$ cat src/logic/rtc_pkg.sv
// Shared constants for the clock control and trim block.
package rtc_pkg;

  // ------------------------------------------------------------
  // Register bus shape and register indices
  // ------------------------------------------------------------
  localparam int          ADDR_W       = 8;
  localparam int          DATA_W       = 16;
  localparam int          IDX_W        = 6;
  localparam logic [IDX_W-1:0] IDX_TRIM     = 6'h18;
  localparam logic [IDX_W-1:0] IDX_CTRL     = 6'h19;
  localparam logic [IDX_W-1:0] IDX_SUBSEC   = 6'h1a;
  localparam logic [IDX_W-1:0] IDX_SEC_HI   = 6'h1b;
  localparam logic [IDX_W-1:0] IDX_SEC_LO   = 6'h1c;
  localparam logic [IDX_W-1:0] IDX_IRQ_STAT = 6'h20;
  localparam logic [IDX_W-1:0] IDX_IRQ_MASK = 6'h21;

  // ------------------------------------------------------------
  // Control register fields
  // ------------------------------------------------------------
  localparam int B_RUN     = 0;
  localparam int B_TOD     = 1;
  localparam int B_SUB     = 2;
  localparam int B_BUSY    = 3;
  localparam int B_RDY     = 4;
  localparam int B_READY_IRQ_ENABLE    = 5;
  localparam int B_OSCRDY  = 13;
  localparam int B_WE      = 15;
  localparam logic [DATA_W-1:0] CTRL_RETAIN_MASK = 16'h5c01;
  localparam logic [DATA_W-1:0] CTRL_PLAIN_MASK  = 16'h0326;
  localparam logic [DATA_W-1:0] CTRL_RESET       = 16'h0000;

  // ------------------------------------------------------------
  // Trim register fields and timing
  // ------------------------------------------------------------
  localparam int TRIM_W        = 7;
  localparam int B_DIR         = 7;
  localparam int OSC_HZ        = 32768;
  localparam int TICK_HZ       = 256;
  localparam int PRE_W         = 7;
  localparam logic [PRE_W-1:0] PRE_LAST = PRE_W'(OSC_HZ / TICK_HZ - 1);
  localparam int TRIM_PERIOD_S = 10;
  localparam int PERIOD_W      = 19;
  localparam int TRIM_PERIOD_EDGES = TRIM_PERIOD_S * OSC_HZ;
  localparam logic [1:0] BUSY_EDGES = 2'h2;
  localparam int SUB_W         = 8;
  localparam int SEC_W         = 32;

  // ------------------------------------------------------------
  // Interrupt status layout
  // ------------------------------------------------------------
  localparam int IRQ_W   = 3;
  localparam int IRQ_RDY = 0;
  localparam int IRQ_TOD = 1;
  localparam int IRQ_SUB = 2;

endpackage : rtc_pkg

$ cat src/logic/rtc_tick_if.sv
// Bundle between the control block and the 256 Hz tick generator.
`timescale 1ns/1ps
`default_nettype none
interface rtc_tick_if;
  import rtc_pkg::*;
  logic              edge32;
  logic              run;
  logic [TRIM_W-1:0] trim_count;
  logic              trim_direction;
  logic              tick;
  modport gen  (input edge32, run, trim_count, trim_direction, output tick);
  modport ctrl (output edge32, run, trim_count, trim_direction, input tick);
endinterface : rtc_tick_if
`default_nettype wire

$ cat src/logic/rtc_pin_sync.sv
// Three-stage pin synchroniser with a settled level and a rise pulse.
`timescale 1ns/1ps
`default_nettype none
module rtc_pin_sync (
  // Clock and reset
  input  wire logic mclk,
  input  wire logic resetn,
  // Pin and result
  input  wire logic pin,
  output var  logic level,
  output var  logic rise
);
  logic s1, s2, s3;

  // A change is taken only once stages two and three agree, filtering one-cycle glitches.
  always_ff @(posedge mclk or negedge resetn) begin
    if (!resetn) begin
      s1    <= 1'b0;
      s2    <= 1'b0;
      s3    <= 1'b0;
      level <= 1'b0;
      rise  <= 1'b0;
    end else begin
      s1    <= pin;
      s2    <= s1;
      s3    <= s2;
      level <= (s2 == s3) ? s3 : level;
      rise  <= (s2 == s3) && s3 && !level;
    end
  end
endmodule : rtc_pin_sync
`default_nettype wire

$ cat src/logic/rtc_tick_gen.sv
// Divides the 32K edges to 256 Hz ticks and applies the ten-second trim.
`timescale 1ns/1ps
`default_nettype none
module rtc_tick_gen #(
  parameter int PERIOD_EDGES = rtc_pkg::TRIM_PERIOD_EDGES
) (
  // Clock and reset
  input  wire logic   mclk,
  input  wire logic   resetn,
  // Link to the control block
  rtc_tick_if.gen     tk
);
  import rtc_pkg::*;

  localparam logic [PERIOD_W-1:0] PERIOD_LAST = PERIOD_W'(PERIOD_EDGES - 1);

  logic [PRE_W-1:0]    pre;
  logic [PERIOD_W-1:0] period;
  logic [TRIM_W-1:0]   pend;
  logic                dir;

  // ------------------------------------------------------------
  // Step decode
  // ------------------------------------------------------------
  // Removal swallows real edges; insertion adds steps between edges, so the
  // insert rate is bounded by mclk and never collides with a real edge.
  wire step_in   = tk.run && tk.edge32;
  wire pending   = (pend != '0);
  wire swallow   = step_in && pending && dir;
  wire extra     = tk.run && !tk.edge32 && pending && !dir;
  wire advance   = (step_in && !swallow) || extra;
  wire wrap      = advance && (pre == PRE_LAST);
  wire period_end = step_in && (period == PERIOD_LAST);

  // Prescaler and tick output.
  always_ff @(posedge mclk or negedge resetn) begin
    if (!resetn) begin
      pre     <= '0;
      tk.tick <= 1'b0;
    end else begin
      pre     <= advance ? pre + 1'b1 : pre;
      tk.tick <= wrap;
    end
  end

  // Ten-second window; the trim amount is latched at its end.
  always_ff @(posedge mclk or negedge resetn) begin
    if (!resetn) begin
      period <= '0;
      pend   <= '0;
      dir    <= 1'b0;
    end else begin
      period <= period_end ? '0 : (step_in ? period + 1'b1 : period);
      if (period_end) begin
        pend <= tk.trim_count;
        dir  <= tk.trim_direction;
      end else if (swallow || extra) begin
        pend <= pend - 1'b1;
      end
    end
  end
endmodule : rtc_tick_gen
`default_nettype wire

$ cat src/logic/rtc_ctrl_trim.sv
// Control, status, counters and trim of the real-time clock, with its register port.
`timescale 1ns/1ps
`default_nettype none
// Contract
// Run enable gates divided clock to counters.
// Time-of-day alarm interrupts only when enabled.
// Subsecond alarm interrupts only when enabled.
// Busy sets on reset, writes, enable changes.
// Software waits for busy clear after writes.
// Ready sets on count update, clears before.
// Ready cleared by zero only while running.
// Ready interrupt only with ready enable set.
// Run enable writable only with write-enable, not busy.
// Busy, osc ready read-only; write-enable always writable.
// Retained control bits survive all but power-on.
// Every ten seconds adjust by trim count.
// Direction bit chooses insert or remove.
// Trim writable only with write-enable, not busy.
// Write-enable bit guards run enable and trim.
// Subsecond counts 256 Hz, rollover drives seconds.
// Writes cross into 32K domain; busy until seen.
module rtc_ctrl_trim #(
  parameter int TRIM_PERIOD_EDGES = rtc_pkg::TRIM_PERIOD_EDGES
) (
  // Clock and resets
  input  wire logic                        mclk,
  input  wire logic                        resetn,
  input  wire logic                        por_n,
  // Register port
  input  wire logic [rtc_pkg::ADDR_W-1:0]  addr,
  input  wire logic [rtc_pkg::DATA_W-1:0]  wdata,
  input  wire logic                        wr,
  input  wire logic                        rd,
  output var  logic [rtc_pkg::DATA_W-1:0]  rdata,
  // Oscillator pins
  input  wire logic                        osc_clk32,
  input  wire logic                        osc_ready,
  // Alarm events from the comparators
  input  wire logic                        tod_alarm_hit,
  input  wire logic                        subsec_alarm_hit,
  // Interrupt
  output var  logic                        irq
);
  import rtc_pkg::*;

  // ------------------------------------------------------------
  // State
  // ------------------------------------------------------------
  logic [DATA_W-1:0] ctrl_plain;     // Non-retained writable bits.
  logic [DATA_W-1:0] ctrl_keep;      // Bits held through every reset but power-on.
  logic              write_enable;
  logic              busy;
  logic [1:0]        busy_cnt;
  logic              ready;
  logic [TRIM_W:0]   clock_trim;
  logic [SUB_W-1:0]  subsec;
  logic [SEC_W-1:0]  seconds;
  logic [IRQ_W-1:0]  irq_stat;
  logic [IRQ_W-1:0]  irq_mask;
  logic              run_copy;
  logic [TRIM_W:0]   trim_copy;
  logic              tick_d;
  logic              osc_ready_flag;
  logic              edge32;

  rtc_tick_if tk ();

  // ------------------------------------------------------------
  // Pin synchronisers
  // ------------------------------------------------------------
  rtc_pin_sync u_clk_sync (
    .mclk   (mclk),
    .resetn (resetn),
    .pin    (osc_clk32),
    .level  (),
    .rise   (edge32)
  );

  rtc_pin_sync u_rdy_sync (
    .mclk   (mclk),
    .resetn (resetn),
    .pin    (osc_ready),
    .level  (osc_ready_flag),
    .rise   ()
  );

  // ------------------------------------------------------------
  // Tick generator
  // ------------------------------------------------------------
  assign tk.edge32         = edge32;
  assign tk.run            = run_copy;
  assign tk.trim_count     = trim_copy[TRIM_W-1:0];
  assign tk.trim_direction = trim_copy[B_DIR];

  rtc_tick_gen #(
    .PERIOD_EDGES (TRIM_PERIOD_EDGES)
  ) u_tick (
    .mclk   (mclk),
    .resetn (resetn),
    .tk     (tk)
  );

  // ------------------------------------------------------------
  // Address decode
  // ------------------------------------------------------------
  wire [IDX_W-1:0] idx     = addr[ADDR_W-1:2];
  wire             aligned = (addr[1:0] == 2'h0);
  wire hit_trim  = aligned && (idx == IDX_TRIM);
  wire hit_ctrl  = aligned && (idx == IDX_CTRL);
  wire hit_sub   = aligned && (idx == IDX_SUBSEC);
  wire hit_sechi = aligned && (idx == IDX_SEC_HI);
  wire hit_seclo = aligned && (idx == IDX_SEC_LO);
  wire hit_stat  = aligned && (idx == IDX_IRQ_STAT);
  wire hit_mask  = aligned && (idx == IDX_IRQ_MASK);

  // ------------------------------------------------------------
  // Write qualification
  // ------------------------------------------------------------
  // The write-enable bit guards only the run bit and trim; other control bits
  // need only an idle busy flag, but write-enable and the ready clear need none.
  wire run_now    = ctrl_keep[B_RUN];
  wire wr_ctrl    = wr && hit_ctrl;
  wire ctrl_open  = wr_ctrl && !busy;
  wire run_open   = ctrl_open && write_enable;
  wire trim_open  = wr && hit_trim && write_enable && !busy;
  wire count_open = wr && !busy && !run_now && (hit_sub || hit_sechi || hit_seclo);
  wire en_change  = (ctrl_open && (wdata[B_SUB:B_TOD] != ctrl_plain[B_SUB:B_TOD]))
                 || (run_open && (wdata[B_RUN] != run_now));
  wire busy_start = en_change || trim_open || count_open;

  // Keep-mask for the retained bits; the run bit follows its stricter gate.
  wire [DATA_W-1:0] keep_wmask = ctrl_open
                               ? (CTRL_RETAIN_MASK & ~(DATA_W'(1) << B_RUN)) : '0;
  wire [DATA_W-1:0] next_keep  = (ctrl_keep & ~keep_wmask) | (wdata & keep_wmask);

  // ------------------------------------------------------------
  // Ready and interrupt events
  // ------------------------------------------------------------
  wire tick       = tk.tick;
  wire rdy_sw_clr = wr_ctrl && !wdata[B_RDY] && run_now;
  wire rdy_set    = tick_d;
  wire next_ready = rdy_set ? 1'b1 : ((tick || rdy_sw_clr) ? 1'b0 : ready);

  wire [IRQ_W-1:0] irq_set;
  assign irq_set[IRQ_RDY] = rdy_set && !ready && ctrl_plain[B_READY_IRQ_ENABLE];
  assign irq_set[IRQ_TOD] = tod_alarm_hit && ctrl_plain[B_TOD];
  assign irq_set[IRQ_SUB] = subsec_alarm_hit && ctrl_plain[B_SUB];
  wire [IRQ_W-1:0] irq_clr      = (rd && hit_stat) ? '1 : '0;
  wire [IRQ_W-1:0] next_stat    = (irq_stat & ~irq_clr) | irq_set;
  wire             next_irq     = |(next_stat & irq_mask);

  // ------------------------------------------------------------
  // Read multiplexer
  // ------------------------------------------------------------
  wire [DATA_W-1:0] ctrl_view = ctrl_plain | ctrl_keep
                              | (DATA_W'(write_enable)   << B_WE)
                              | (DATA_W'(osc_ready_flag) << B_OSCRDY)
                              | (DATA_W'(ready)          << B_RDY)
                              | (DATA_W'(busy)           << B_BUSY);
  wire [DATA_W-1:0] next_rdata =
      !rd       ? '0 :
      hit_trim  ? DATA_W'(clock_trim) :
      hit_ctrl  ? ctrl_view :
      hit_sub   ? DATA_W'(subsec) :
      hit_sechi ? seconds[SEC_W-1:DATA_W] :
      hit_seclo ? seconds[DATA_W-1:0] :
      hit_stat  ? DATA_W'(irq_stat) :
      hit_mask  ? DATA_W'(irq_mask) : '0;

  // ------------------------------------------------------------
  // Retained state
  // ------------------------------------------------------------
  // Only power-on clears these; an ordinary reset leaves time and trim intact.
  always_ff @(posedge mclk or negedge por_n) begin
    if (!por_n) begin
      ctrl_keep  <= CTRL_RESET;
      clock_trim <= '0;
    end else begin
      ctrl_keep  <= run_open ? ((next_keep & ~(DATA_W'(1) << B_RUN))
                              | (DATA_W'(wdata[B_RUN]) << B_RUN)) : next_keep;
      clock_trim <= trim_open ? wdata[TRIM_W:0] : clock_trim;
    end
  end

  // Seconds and subsecond counters, also battery held.
  always_ff @(posedge mclk or negedge por_n) begin
    if (!por_n) begin
      subsec  <= '0;
      seconds <= '0;
    end else if (count_open) begin
      subsec  <= hit_sub ? wdata[SUB_W-1:0] : subsec;
      seconds <= hit_sechi ? {wdata, seconds[DATA_W-1:0]}
               : (hit_seclo ? {seconds[SEC_W-1:DATA_W], wdata} : seconds);
    end else if (tick_d) begin
      subsec  <= subsec + 1'b1;
      seconds <= (subsec == '1) ? seconds + 1'b1 : seconds;
    end
  end

  // ------------------------------------------------------------
  // Non-retained control and busy handshake
  // ------------------------------------------------------------
  // Busy holds for two 32K edges: the first loads the copy, the second proves it.
  always_ff @(posedge mclk or negedge resetn) begin
    if (!resetn) begin
      ctrl_plain   <= CTRL_RESET;
      write_enable <= 1'b0;
      busy         <= 1'b1;
      busy_cnt     <= BUSY_EDGES;
    end else begin
      ctrl_plain   <= ctrl_open ? (wdata & CTRL_PLAIN_MASK) : ctrl_plain;
      write_enable <= wr_ctrl ? wdata[B_WE] : write_enable;
      if (busy_start) begin
        busy     <= 1'b1;
        busy_cnt <= BUSY_EDGES;
      end else if (busy && edge32) begin
        busy_cnt <= busy_cnt - 1'b1;
        busy     <= (busy_cnt != 2'h1);
      end
    end
  end

  // Copies seen by the 32K side, refreshed only on its edges.
  always_ff @(posedge mclk or negedge resetn) begin
    if (!resetn) begin
      run_copy  <= 1'b0;
      trim_copy <= '0;
    end else if (edge32) begin
      run_copy  <= run_now;
      trim_copy <= clock_trim;
    end
  end

  // ------------------------------------------------------------
  // Ready, interrupts and read data
  // ------------------------------------------------------------
  // Ready drops on the tick and rises with the count update one cycle later.
  always_ff @(posedge mclk or negedge resetn) begin
    if (!resetn) begin
      tick_d   <= 1'b0;
      ready    <= 1'b0;
      irq_stat <= '0;
      irq_mask <= '0;
      irq      <= 1'b0;
      rdata    <= '0;
    end else begin
      tick_d   <= tick;
      ready    <= next_ready;
      irq_stat <= next_stat;
      irq_mask <= (wr && hit_mask) ? wdata[IRQ_W-1:0] : irq_mask;
      irq      <= next_irq;
      rdata    <= next_rdata;
    end
  end

endmodule : rtc_ctrl_trim
`default_nettype wire

$ cat config.mk
export PLATFORM = sky130hd
export DESIGN_NAME = rtc_ctrl_trim
export DESIGN_NICKNAME = d
export VERILOG_FILES = /design/src/logic/rtc_pkg.sv /design/src/logic/rtc_tick_if.sv /design/src/logic/rtc_pin_sync.sv /design/src/logic/rtc_tick_gen.sv /design/src/logic/rtc_ctrl_trim.sv
export SDC_FILE = /design/constraint.sdc
export NUM_CORES = 1
export LEC_CHECK = 0
export BUFFER_PORTS_ARGS = -buffer_cell sky130_fd_sc_hd__clkbuf_2
export CAP_MARGIN = 15
export CORE_ASPECT_RATIO = 0.8
export CORE_MARGIN = 5
export CORE_UTILIZATION = 30
export CTS_CLUSTER_SIZE = 12
export DETAILED_ROUTE_END_ITERATION = 16
export GPL_TIMING_DRIVEN = 0
export PLACE_DENSITY_LB_ADDON = 0.05
export SETUP_SLACK_MARGIN = 0.2
export SYNTH_ARGS = -nofsm -noshare
export SYNTH_HDL_FRONTEND = slang
export SYNTH_SLANG_ARGS = --single-unit
$ cat constraint.sdc
create_clock -name mclk -period 2.2 [get_ports mclk]
set_input_delay 0.44 -clock mclk [delete_from_list [all_inputs] [get_ports mclk]]
set_output_delay 0.44 -clock mclk [all_outputs]
set_load 0.03 [all_outputs]
==> metrics.md, run 1 <==
| Metric | Value |
|---|---|
| Minimum clock period | around 2100 ps |
| Overall global routing resource usage | between 10% and 20% |
| Overall Power | approximately 6.2 mW |
| Relative slew slack | 42.51% |
| Number of antenna cells inserted | 0 |
| Netlist cell types | 73 |
| Hold slack final | approximately 120 ps |
| Power per Cell Area | 642.7 nW/um^2 |
| Antenna violation net count after detailed routing | 0 |
| Final-report setup violation count | 0 |
| Routed WL per cell | around 21 um |
| Area fraction of the dominant cell type after synthesis | 48.02% |
| Via-per-instance ratio | ~5.5 |
| GRT busiest layer | met1 |
| Setup Total Neg Slack | 0 ps |
| Post-synthesis async set-or-reset flop share | 100.0% |
| Htree depth | 4 |
| Element type at the critical path end | register |
| Util after Layout | 41.13% |
| Sinks on Clock Net | between 100 and 150 |
| Met2 demand-to-capacity share in global routing | around a quarter |
| Most instantiated library cell after synthesis | sky130_fd_sc_hd__dfrtp_1 |
| Number of core rows | 50 |
| Grt ovf | 0 |
| GP Congestion | 0.8555 |
| Clock transition time at the flip-flop clock pins of the worst setup and hold paths | about 70 ps |
| Half-perimeter wire length after detailed placement | 16830 um |
| Leading area contributor after synthesis | sky130_fd_sc_hd__dfrtp_1 |
| Cell area after layout | ~9700 sq um |
| Maximum resistive drop on vdd | ~0.49 mV |
| Number of antenna violations at the first check in global routing | 0 |
| Wire length of the first global-routing pass | between 30000 and 40000 um |
| Cell Count Post-Placement | about 1100 |
| Placement Cell Area | 7928 sq um |
| RSZ-0062 raised after global routing | yes |
| Largest net degree at the start of global routing | 57 |
| Worst skew pair latency | around 430 ps |
| Number of stages on the worst hold path | 1 |
| Total area of multi-input combinational cells | approximately 4000 sq um |
| Full die area | around 27000 sq um |
| Fraction of layout instances using a drive strength above 1 | 34.77% |
| Number of cells produced by synthesis | ~700 |
| Maximum clock path buffer count | 2 |
| Vias after detailed routing | about 6400 |
| Final non-filler cell total | 1172 |
| Met3 track demand over resource | between 4 and 5% |
| Type of element launching the critical path | register |
| TritonCTS clock tree | done |
| Sequential cell area fraction in the yosys report | roughly half |
| Transition time at the pin with the least slew margin | between 800 and 900 ps |
| Maxcap violations | 0 |
| Initial DRT Pass Iterations | 5 |
| Top cells by area in the synthesized netlist | sky130_fd_sc_hd__dfrtp_1 (48%), sky130_fd_sc_hd__mux2_2 (5.8%), sky130_fd_sc_hd__a21oi_1 (3.3%) |
| Num CTS Buffers | 17 |
| Count of unresolved DRC violations after routing | 0 |
| Root buffer cell | sky130_fd_sc_hd__clkbuf_16 |
| Critical path start-end classification | register to register |
| Worst path arrival time | ~2500 ps |
| Crit share post-route | roughly 97% |
| Peak clock frequency supported by timing | about 470 MHz |
| Ranking of synthesized cells by instance count | sky130_fd_sc_hd__dfrtp_1 (138), sky130_fd_sc_hd__nand2_1 (59), sky130_fd_sc_hd__nor2_1 (56) |
| Core region area | between 20000 and 25000 sq um |
| Dominant register cell in the synthesized netlist | sky130_fd_sc_hd__dfrtp_1 |
| Iteration-0 DRC Markers | 542 |
| Synthesized area per cell | roughly 10 sq um |
| Count of buffers from port buffering | 46 |
| Yosys warning count | 0 |
| Pins Over Slew Limit | 0 |
| Area growth syn-to-layout | 34.52% |
| Number of synthesized flops with an enable pin | 0 |
| Status | finished, final reports clean |
| CP required | roughly 2500 ps |
| Detailed Route WL | ~25000 um |
| Initial Util | a little over 30% |
| Worst setup slack after placement | -884.4 ps |
| Total count of hold-check failures in the final report | 0 |
| Leakage power of the design | about 4.3 nW |
| Die Y | approximately 150 um |
| Largest fanout on the critical path | 6 |
| Path depth of the worst reg2reg path | 7 |
| Filler Cell Count | between 2000 and 2500 |
| Floorplan die width | 183.1 um |
| Class of the worst hold path | input port to register |
| Storage cell area | between 3000 and 4000 sq um |
| Netlist area before placement | around 7000 sq um |
| Net count after synthesis | between 700 and 800 |
| Met1 Track Usage GR | a little over a quarter |
| Layout net count | slightly below 900 |
| Via count of the first global-routing pass | 6444 |
| Number of flip-flops and latches in the synthesized netlist | 140 |
| Layout Skew | 17.61 ps |
| I/O pin count | 50 |
| Post-route setup slack | approximately 57 ps |
[cell type report]
cell class | instances | area share, %
buffer | 34 | 3.143
clock buffer | 17 | 4.397
clock inverter | 15 | 1.862
inverter | 17 | 0.6596
timing repair buffer | 107 | 8.859
tap | 312 | 4.035
multi-input combinational | 530 | 40.69
sequential | 140 | 36.36
[worst paths after layout]
kind                                  to  slack [ps]           from
max in group asynchronous    busy_cnt[1]         990         resetn
min                        u_clk_sync.s1         120      osc_clk32
min reg2reg                u_clk_sync.s2         360  u_clk_sync.s1
max reg2reg                   seconds[1]          60   ctrl_keep[0]
min in group asynchronous      subsec[5]         130          por_n
max                           seconds[1]          60   ctrl_keep[0]
[registers in the layout, summed over array words and instances, names as in the netlist, 2 cells and up, named ones only]
name	cells
clock_trim	8
ctrl_plain	5
trim_copy	8
subsec	8
u_tick.period	19
u_tick.pre	7
irq_mask	3
seconds	32
rdata	16
u_tick.pend	7
busy_cnt	2
irq_stat	3
[cells in the final DEF, fill, tap and decap left out, types with 17 or more instances in the layout]
cell type / n
sky130_fd_sc_hd__buf_4: 47
sky130_fd_sc_hd__inv_1: 17
sky130_fd_sc_hd__and3_1: 18
sky130_fd_sc_hd__xnor2_1: 17
sky130_fd_sc_hd__nor3_1: 18
sky130_fd_sc_hd__dfrtp_1: 129
sky130_fd_sc_hd__nand2_1: 54
sky130_fd_sc_hd__a21oi_1: 38
sky130_fd_sc_hd__o21ai_0: 19
sky130_fd_sc_hd__nand4_1: 19
sky130_fd_sc_hd__nor2_1: 52
sky130_fd_sc_hd__mux2_2: 37
sky130_fd_sc_hd__clkbuf_2: 52
sky130_fd_sc_hd__nand3_1: 28
sky130_fd_sc_hd__clkbuf_16: 20
[what timing repair did]
action                                 4_1_cts  5_1_grt
buffers inserted                            38       14
cloned                                       3        4
hold buffers                                 1        0
setup endpoints to repair                  102       73
pin swaps                                   25       18
endpoints found under the hold margin        6        0
resized for setup                           87       68
[metal layers]
layer	vias up	routed length (um)
met5	-	0
met4	0	403
met3	30	1437
met2	197	10450
met1	3257	12440
li1	2945	-
[where the power goes]
part | switching, mW | leakage, nW | internal, mW
clock network | 1.27 | 0.287 | 1.71
registers | 0.104 | 1.82 | 2.69
logic | 0.254 | 2.21 | 0.185
[cell families after synthesis]
logic type | synth area share [%]
and+or+nand+nor | 20.20
AOI/OAI and AO/OA | 15.94
DFF | 48.75
buffers and inverters | 2.992
muxes | 6.698
xor gates and xnor gates | 3.897
adders and majority gates | 1.531
[worst max-delay path: stages, from the launching register on]
cell,delay (ps)
sky130_fd_sc_hd__dfrtp_2,400
sky130_fd_sc_hd__or3b_4,390
sky130_fd_sc_hd__a2111o_1,340
sky130_fd_sc_hd__buf_6,150
sky130_fd_sc_hd__mux2_4,360
sky130_fd_sc_hd__buf_8,160
sky130_fd_sc_hd__a221oi_2,180
sky130_fd_sc_hd__nor2_1,60
No activity file was read; power rests on OpenSTA's default activity.
==> inputs of run 2 (changes only) <==
ABC_AREA = 1   (was default)
CAP_MARGIN = 20   (was 15)
SLEW_MARGIN = 20   (was default)
==> metrics.md, run 2 <==
| Metric | Value |
|---|---|
| Status | finished, final reports clean |
| Initial Util | 30.34% (-0.23 points) |
| Die Y | 158.4 um (+6.7%) |
| Element type at the critical path end | register |
| Hold slack final | 111.2 ps (-7.319 ps) |
| Area growth syn-to-layout | 18.17% |
| Critical path start-end classification | register to register |
| Area fraction of the dominant cell type after synthesis | 41.80% (-6.2 points) |
| Core region area | 27230 sq um (+16%) |
| Ranking of synthesized cells by instance count | sky130_fd_sc_hd__nand2_1 (483), sky130_fd_sc_hd__dfrtp_1 (138), sky130_fd_sc_hd__nor2_1 (121) |
| Via count of the first global-routing pass | 7565 (+17%) |
| Sinks on Clock Net | 140 (unchanged) |
| Most common library cell in the layout ignoring fill and taps | sky130_fd_sc_hd__nand2_1 |
| Worst setup slack after placement | -58.86 ps (+825.5 ps) |
| Type of element launching the critical path | register |
| Final non-filler cell total | 1638 (+40%) |
| Wire length of the first global-routing pass | 44060 um (+16%) |
| Path depth of the worst reg2reg path | 10 (+3) |
| Final-report setup violation count | 0 (unchanged) |
| Synthesized area per cell | 6.948 sq um (-30%) |
| Cell Count Post-Placement | 1603 (+48%) |
| Most instantiated library cell after synthesis | sky130_fd_sc_hd__nand2_1 |
| Crit share post-route | 83.94% (-13 points) |
| Leading cell types in the layout, fill and taps excluded | sky130_fd_sc_hd__nand2_1 (480), sky130_fd_sc_hd__dfrtp_1 (135), sky130_fd_sc_hd__inv_1 (119), sky130_fd_sc_hd__nor2_1 (114), sky130_fd_sc_hd__nand3_1 (74) |
| Clock transition time at the flip-flop clock pins of the worst setup and hold paths | 60 ps (about the same) |
| Pins Over Slew Limit | 0 (unchanged) |
| Number of antenna violations at the first check in global routing | 0 (unchanged) |
| Detailed Route WL | 27690 um (+12%) |
| Filler Cell Count | 2972 (+25%) |
| Yosys warning count | 0 (unchanged) |
| Count of unresolved DRC violations after routing | 0 (unchanged) |
| Via-per-instance ratio | 4.724 (-14%) |
| Iteration-0 DRC Markers | 512 (-5.5%) |
| RR Endpoint | seconds[16] |
| Vias after detailed routing | 7738 (+20%) |
| Family with the most delay on the worst path | simple AND/OR/NAND/NOR gates |
| Number of flip-flops under the largest register name | 32 (unchanged) |
| Routed WL per cell | 16.90 um (-20%) |
| Maximum resistive drop on vdd | 0.5394 mV (+9.9%) |
| Count of buffers from port buffering | 48 (+4.3%) |
| Top cells by area in the synthesized netlist | sky130_fd_sc_hd__dfrtp_1 (42%), sky130_fd_sc_hd__nand2_1 (22%), sky130_fd_sc_hd__nor2_1 (5.5%) |
| CP required | 2570 ps (+50 ps) |
| Number of synthesized flops with an enable pin | 0 (unchanged) |
| Num CTS Buffers | 17 (unchanged) |
| Number of flip-flops and latches in the synthesized netlist | 140 (unchanged) |
| Antenna violation net count after detailed routing | 0 (unchanged) |
| Class of the worst hold path | input port to register |
| Post-synthesis async set-or-reset flop share | 100.0% (unchanged) |
| Grt ovf | 0 (unchanged) |
| RSZ-0062 raised after global routing | yes |
| Post-route setup slack | 353.4 ps (+295.9 ps) |
| Dominant register cell in the synthesized netlist | sky130_fd_sc_hd__dfrtp_1 |
| Fraction of layout instances using a drive strength above 1 | 11.85% (-23 points) |
| Register bank with the most flops | seconds |
| Leakage power of the design | 4.953 nW (+15%) |
| Series of cell instances along the critical path | ha_2, nand2_1, nor2_4, nand2_1, nor2_2, xor2_1, nand2_1, nand2_1, nand2_1, nand2_1 |
| Peak clock frequency supported by timing | 541.5 MHz (+16%) |
| Number of cells produced by synthesis | 1189 (+65%) |
| Maxcap violations | 0 (unchanged) |
| Leading area contributor after synthesis | sky130_fd_sc_hd__dfrtp_1 |
| Power per Cell Area | 635.7 nW/um^2 (-1.1%) |
| Half-perimeter wire length after detailed placement | 21440 um (+27%) |
| Root buffer cell | sky130_fd_sc_hd__clkbuf_16 |
| Maximum clock path buffer count | 2 (unchanged) |
| Largest fanout on the critical path | 5 (-1) |
| Reg-to-Reg Start | seconds[1] |
| Most numerous cell on the critical path | sky130_fd_sc_hd__nand2_1 |
| Initial DRT Pass Iterations | 6 (+1) |
| Layout net count | 1303 (+47%) |
| Relative slew slack | 47.03% (+4.5 points) |
| Htree depth | 4 (unchanged) |
| Layout Skew | 10.70 ps (-6.906 ps) |
| Transition time at the pin with the least slew margin | 794.6 ps (-67.75 ps) |
| Number of antenna cells inserted | 0 (unchanged) |
| Overall global routing resource usage | 18.34% (+0.39 points) |
| Net count after synthesis | 1230 (+61%) |
| Largest net degree at the start of global routing | 59 (+3.5%) |
| Internal reg-to-reg setup slack | 350 ps (+300 ps) |
| Floorplan die width | 195.5 um (+6.8%) |
| Buffers and inverters on the worst path | 0 (-2) |
| TritonCTS clock tree | done |
| Total count of hold-check failures in the final report | 0 (unchanged) |
| Cell type of the slowest stage on the worst timing path | sky130_fd_sc_hd__dfrtp_1 |
| Full die area | 30980 sq um (+14%) |
| Netlist area before placement | 8262 sq um (+15%) |
| Minimum clock period | 1847 ps (-295.9 ps) |
| Critical path launch point | seconds[1] |
| Worst path arrival time | 2220 ps (-240 ps) |
| I/O pin count | 50 (unchanged) |
| Number of core rows | 54 (+8.0%) |
| Worst skew pair latency | 430 ps (about the same) |
| Netlist cell types | 36 (-51%) |
| Crit-path max cell delay | 440 ps (+40 ps) |
| Registers with the highest flip-flop counts | seconds x32, u_tick.period x19, rdata x16 |
| Worst path depth | 10 (+3) |
| Sequential cell area fraction in the yosys report | 42.44% (-6.3 points) |
| GP Congestion | 0.8783 (+2.7%) |
| Crit path to | seconds[16] |
==> run 2: cell count changes after synthesis, moves of 31 or more <==
cell                      before  now
sky130_fd_sc_hd__a21oi_1      48   17
sky130_fd_sc_hd__mux2_2       37    2
sky130_fd_sc_hd__nand2_1      59  483
sky130_fd_sc_hd__inv_1        17  120
sky130_fd_sc_hd__nor2_1       56  121
sky130_fd_sc_hd__nand3_1      34   75
sky130_fd_sc_hd__o21ai_0      23   56
==> run 2: worst min path at each step <==
stage                        from                    endpoint  cells after the start
floorplan                   por_n  asynchronous set/reset pin                      0
global placement    u_rdy_sync.s1               u_rdy_sync.s2                      0
detailed placement  u_rdy_sync.s1               u_rdy_sync.s2                      0
CTS                     osc_ready               u_rdy_sync.s1                      1
global route            osc_clk32               u_clk_sync.s1                      1
finish                  osc_ready               u_rdy_sync.s1                      1
==> run 2: power breakdown <==
group          internal (mW)  switching [mW]  leakage, nW
combinational          0.112           0.270         2.75
clock                   1.90            1.21        0.299
sequential              2.66          0.0574         1.90
total                   4.67            1.54         4.95
==> run 2: timing repair <==
| action | CTS | global route |
|---|---|---|
| resized for setup | 5 | 23 |
| setup endpoints to repair | 7 | 53 |
| hold endpoints to repair | 56 | 0 |
| pin swaps | 0 | 2 |
| setup buffers | 0 | 2 |
| hold buffers | 2 | 0 |
==> run 2: layout make-up <==
| cell class | instances | area (sq um) | share of cell area, % |
|---|---|---|---|
| Clock inverter | 14 | 193.9 | 1.986 |
| Sequential cell | 140 | 3510 | 35.95 |
| Inverter | 128 | 489.2 | 5.011 |
| Clock buffer | 17 | 425.4 | 4.357 |
| Multi-Input combinational cell | 894 | 4183 | 42.84 |
| Buffer | 27 | 172.7 | 1.769 |
| Tap cell | 364 | 455.4 | 4.665 |
| Timing Repair Buffer | 54 | 334.1 | 3.422 |
==> run 2: stage by stage <==
step | setup TNS [ps] | area [sq um] | total power [mW] | util, %
global route | 0 | 9763 | 6.467 | 35.86
global placement | -42540 | 8957 | 3.129 | 32.90
CTS | 0 | 9671 | 6.312 | 35.52
finish | 0 | 9763 | 6.207 | 35.86
detailed placement | -72.80 | 9016 | 3.144 | 33.11
floorplan | 0 | 8262 | 2.929 | -
==> run 2: cell families (layout without fill, tap and decap cells) <==
group           after synthesis  in the layout  share of synthesized area, %
simple gates                751            751                         37.94
buf+inv                     155            240                         7.951
flops                       140            140                         42.44
compound gates               96             96                         6.255
xor+xnor                     36             36                         3.817
fa+ha+maj                     9              9                         1.333
mux                           2              2                        0.2726
==> run 2: metal layers <==
| layer | global-route usage, % | share of wire, % | vias to the layer above |
|---|---|---|---|
| met4 | 3.589 | 0.80 | 0 |
| met2 | 26.40 | 39 | 165 |
| met5 | 0 | 0 | - |
| li1 | - | - | 3889 |
| met1 | 28.42 | 55 | 3661 |
| met3 | 3.681 | 4.9 | 23 |
==> inputs of run 3 (changes only) <==
clock period = 1.6 ns   (was 2.2 ns; I/O delays follow)
==> metrics.md, run 3 (same netlist as run 2, synthesis figures left out) <==
| Metric | Value |
|---|---|
| Num CTS Buffers | 17 (unchanged) |
| CP required | 1970 ps (-600 ps) |
| Most common library cell in the layout ignoring fill and taps | sky130_fd_sc_hd__nand2_1 |
| Sinks on Clock Net | 140 (unchanged) |
| Series of cell instances along the critical path | ha_4, nand3_4, nor3_4, nand4_1, nand2_4, nand2_8, clkinv_8, clkbuf_16, nand2_2, nand2_1 |
| Count of buffers from port buffering | 48 (unchanged) |
| Root buffer cell | sky130_fd_sc_hd__clkbuf_16 |
| Pins Over Slew Limit | 0 (unchanged) |
| Number of antenna cells inserted | 0 (unchanged) |
| Leakage power of the design | 5.870 nW (+19%) |
| Element type at the critical path end | register |
| Layout net count | 1382 (+6.1%) |
| Internal reg-to-reg setup slack | -120 ps (-470 ps) |
| Cell type of the slowest stage on the worst timing path | sky130_fd_sc_hd__dfrtp_1 |
| Maxcap violations | 0 (unchanged) |
| Register bank with the most flops | seconds |
| Grt ovf | 0 (unchanged) |
| Half-perimeter wire length after detailed placement | 21390 um (-0.26%) |
| Core region area | 27230 sq um (unchanged) |
| Peak clock frequency supported by timing | 581.6 MHz (+7.4%) |
| GP Congestion | 0.8820 (+0.42%) |
| Worst setup slack after placement | -500.8 ps (-441.9 ps) |
| Leading cell types in the layout, fill and taps excluded | sky130_fd_sc_hd__nand2_1 (381), sky130_fd_sc_hd__dfrtp_1 (120), sky130_fd_sc_hd__inv_1 (106), sky130_fd_sc_hd__nor2_1 (93), sky130_fd_sc_hd__nand2_2 (83) |
| Largest net degree at the start of global routing | 62 (+5.1%) |
| Power per Cell Area | 762.9 nW/um^2 (+20%) |
| Worst skew pair latency | 440 ps (about the same) |
| Die Y | 158.4 um (unchanged) |
| Overall global routing resource usage | 19.48% (+1.1 points) |
| Worst path arrival time | 2090 ps (-130 ps) |
| Wire length of the first global-routing pass | 46560 um (+5.7%) |
| Antenna violation net count after detailed routing | 0 (unchanged) |
| Final-report setup violation count | 47 (+47) |
| I/O pin count | 50 (unchanged) |
| Number of antenna violations at the first check in global routing | 0 (unchanged) |
| Routed WL per cell | 17.65 um (+4.4%) |
| Minimum clock period | 1719 ps (-127.4 ps) |
| Via-per-instance ratio | 4.793 (+1.5%) |
| Type of element launching the critical path | register |
| Largest fanout on the critical path | 7 (+2) |
| Hold slack final | 135.4 ps (+24.23 ps) |
| Initial Util | 30.34% (unchanged) |
| Crit-path max cell delay | 400 ps (-40 ps) |
| Via count of the first global-routing pass | 7994 (+5.7%) |
| Cell Count Post-Placement | 1603 (unchanged) |
| Maximum clock path buffer count | 2 (unchanged) |
| Crit share post-route | 107.5% (+24 points) |
| Vias after detailed routing | 8225 (+6.3%) |
| Area growth syn-to-layout | 41.18% |
| Transition time at the pin with the least slew margin | 633.8 ps (-160.8 ps) |
| Number of flip-flops under the largest register name | 32 (unchanged) |
| TritonCTS clock tree | done |
| Fraction of layout instances using a drive strength above 1 | 31.07% (+19 points) |
| Layout Skew | 12.62 ps (+1.922 ps) |
| Count of unresolved DRC violations after routing | 0 (unchanged) |
| Failing checks | negative setup slack |
| Maximum resistive drop on vdd | 0.7722 mV (+43%) |
| RSZ-0062 raised after global routing | yes |
| Critical path start-end classification | register to register |
| Registers with the highest flip-flop counts | seconds x32, u_tick.period x19, rdata x16 |
| Detailed Route WL | 30290 um (+9.4%) |
| Number of core rows | 54 (unchanged) |
| Setup Total Neg Slack | -2939 ps (-2939 ps) |
| Post-route setup slack | -119.3 ps (-472.6 ps) |
| Status | complete, but fails checks |
| Htree depth | 4 (unchanged) |
| Class of the worst hold path | input port to register |
| Initial DRT Pass Iterations | 5 (-1) |
| Clock transition time at the flip-flop clock pins of the worst setup and hold paths | 60 ps (about the same) |
| Filler Cell Count | 2865 (-3.6%) |
| Relative slew slack | 57.75% (+11 points) |
| Full die area | 30980 sq um (unchanged) |
| Final non-filler cell total | 1716 (+4.8%) |
| Floorplan die width | 195.5 um (unchanged) |
| Util after Layout | 42.84% (+7.0 points) |
| Iteration-0 DRC Markers | 527 (+2.9%) |
| Total count of hold-check failures in the final report | 0 (unchanged) |
## run 3: cell type report
| cell class | count | area [sq um] | area share, % |
|---|---|---|---|
| Timing Repair inverter | 1 | 8.758 | 0.07509 |
| Timing Repair Buffer | 129 | 1160 | 9.944 |
| Sequential cell | 140 | 3528 | 30.25 |
| Tap cell | 364 | 455.4 | 3.905 |
| Clock buffer | 19 | 442.9 | 3.797 |
| Clock inverter | 11 | 190.2 | 1.631 |
| Buffer | 27 | 304.0 | 2.607 |
| Inverter | 128 | 560.5 | 4.806 |
| Multi-Input combinational cell | 897 | 5014 | 42.98 |
## run 3: per-layer routing
layer	GRT usage [%]	wire, um	part of all wire [%]	up-vias
met5	0	0	0	-
met4	4.354	323	1.1	0
met3	3.575	1398	4.6	19
met2	27.93	12420	41	161
met1	30.26	16140	53	3976
li1	-	-	-	4069
## run 3: final timing paths
check                           cells after the start     startpoint          endpoint
worst max-delay path                               10      subsec[0]       seconds[14]
worst min-delay path                                3  tod_alarm_hit       irq_stat[1]
worst max register to register                     10      subsec[0]       seconds[14]
worst min register to register                      0  u_clk_sync.s1     u_clk_sync.s2
max in group asynchronous                           3         resetn  u_tick.period[6]
min in group asynchronous                           2         resetn    u_tick.pend[4]
## run 3: what timing repair did
| item | 4_1_cts | 5_1_grt |
|---|---|---|
| endpoints found under the hold margin | 55 | 0 |
| setup buffers | 43 | 22 |
| setup endpoints to repair | 104 | 103 |
| pin swaps | 34 | 70 |
| cloned | 7 | 7 |
| gates resized for setup | 146 | 178 |
| hold buffers | 4 | 0 |
## run 3: stage by stage
stage               power (mW)  area (sq um)
detailed placement       4.339          9193
CTS                      8.948         10780
floorplan                4.044          8438
finish                   8.898         11660
global route             9.255         11660
global placement         4.324          9134
## run 3: power breakdown
part	leakage [nW]	internal [mW]	total, mW	switching, mW
Sequential	1.88	3.66	3.73	0.0720
Clock	0.309	2.79	4.42	1.63
Combinational	3.68	0.274	0.751	0.477
## run 3: worst max-delay path: cells and delay by family (launching register included)
family                   cells  cell delay, ps
adder cells (fa/ha/maj)      1             180
buffers and inverters        2             260
AND/OR/NAND/NOR              7             810
flip-flops                   1             400
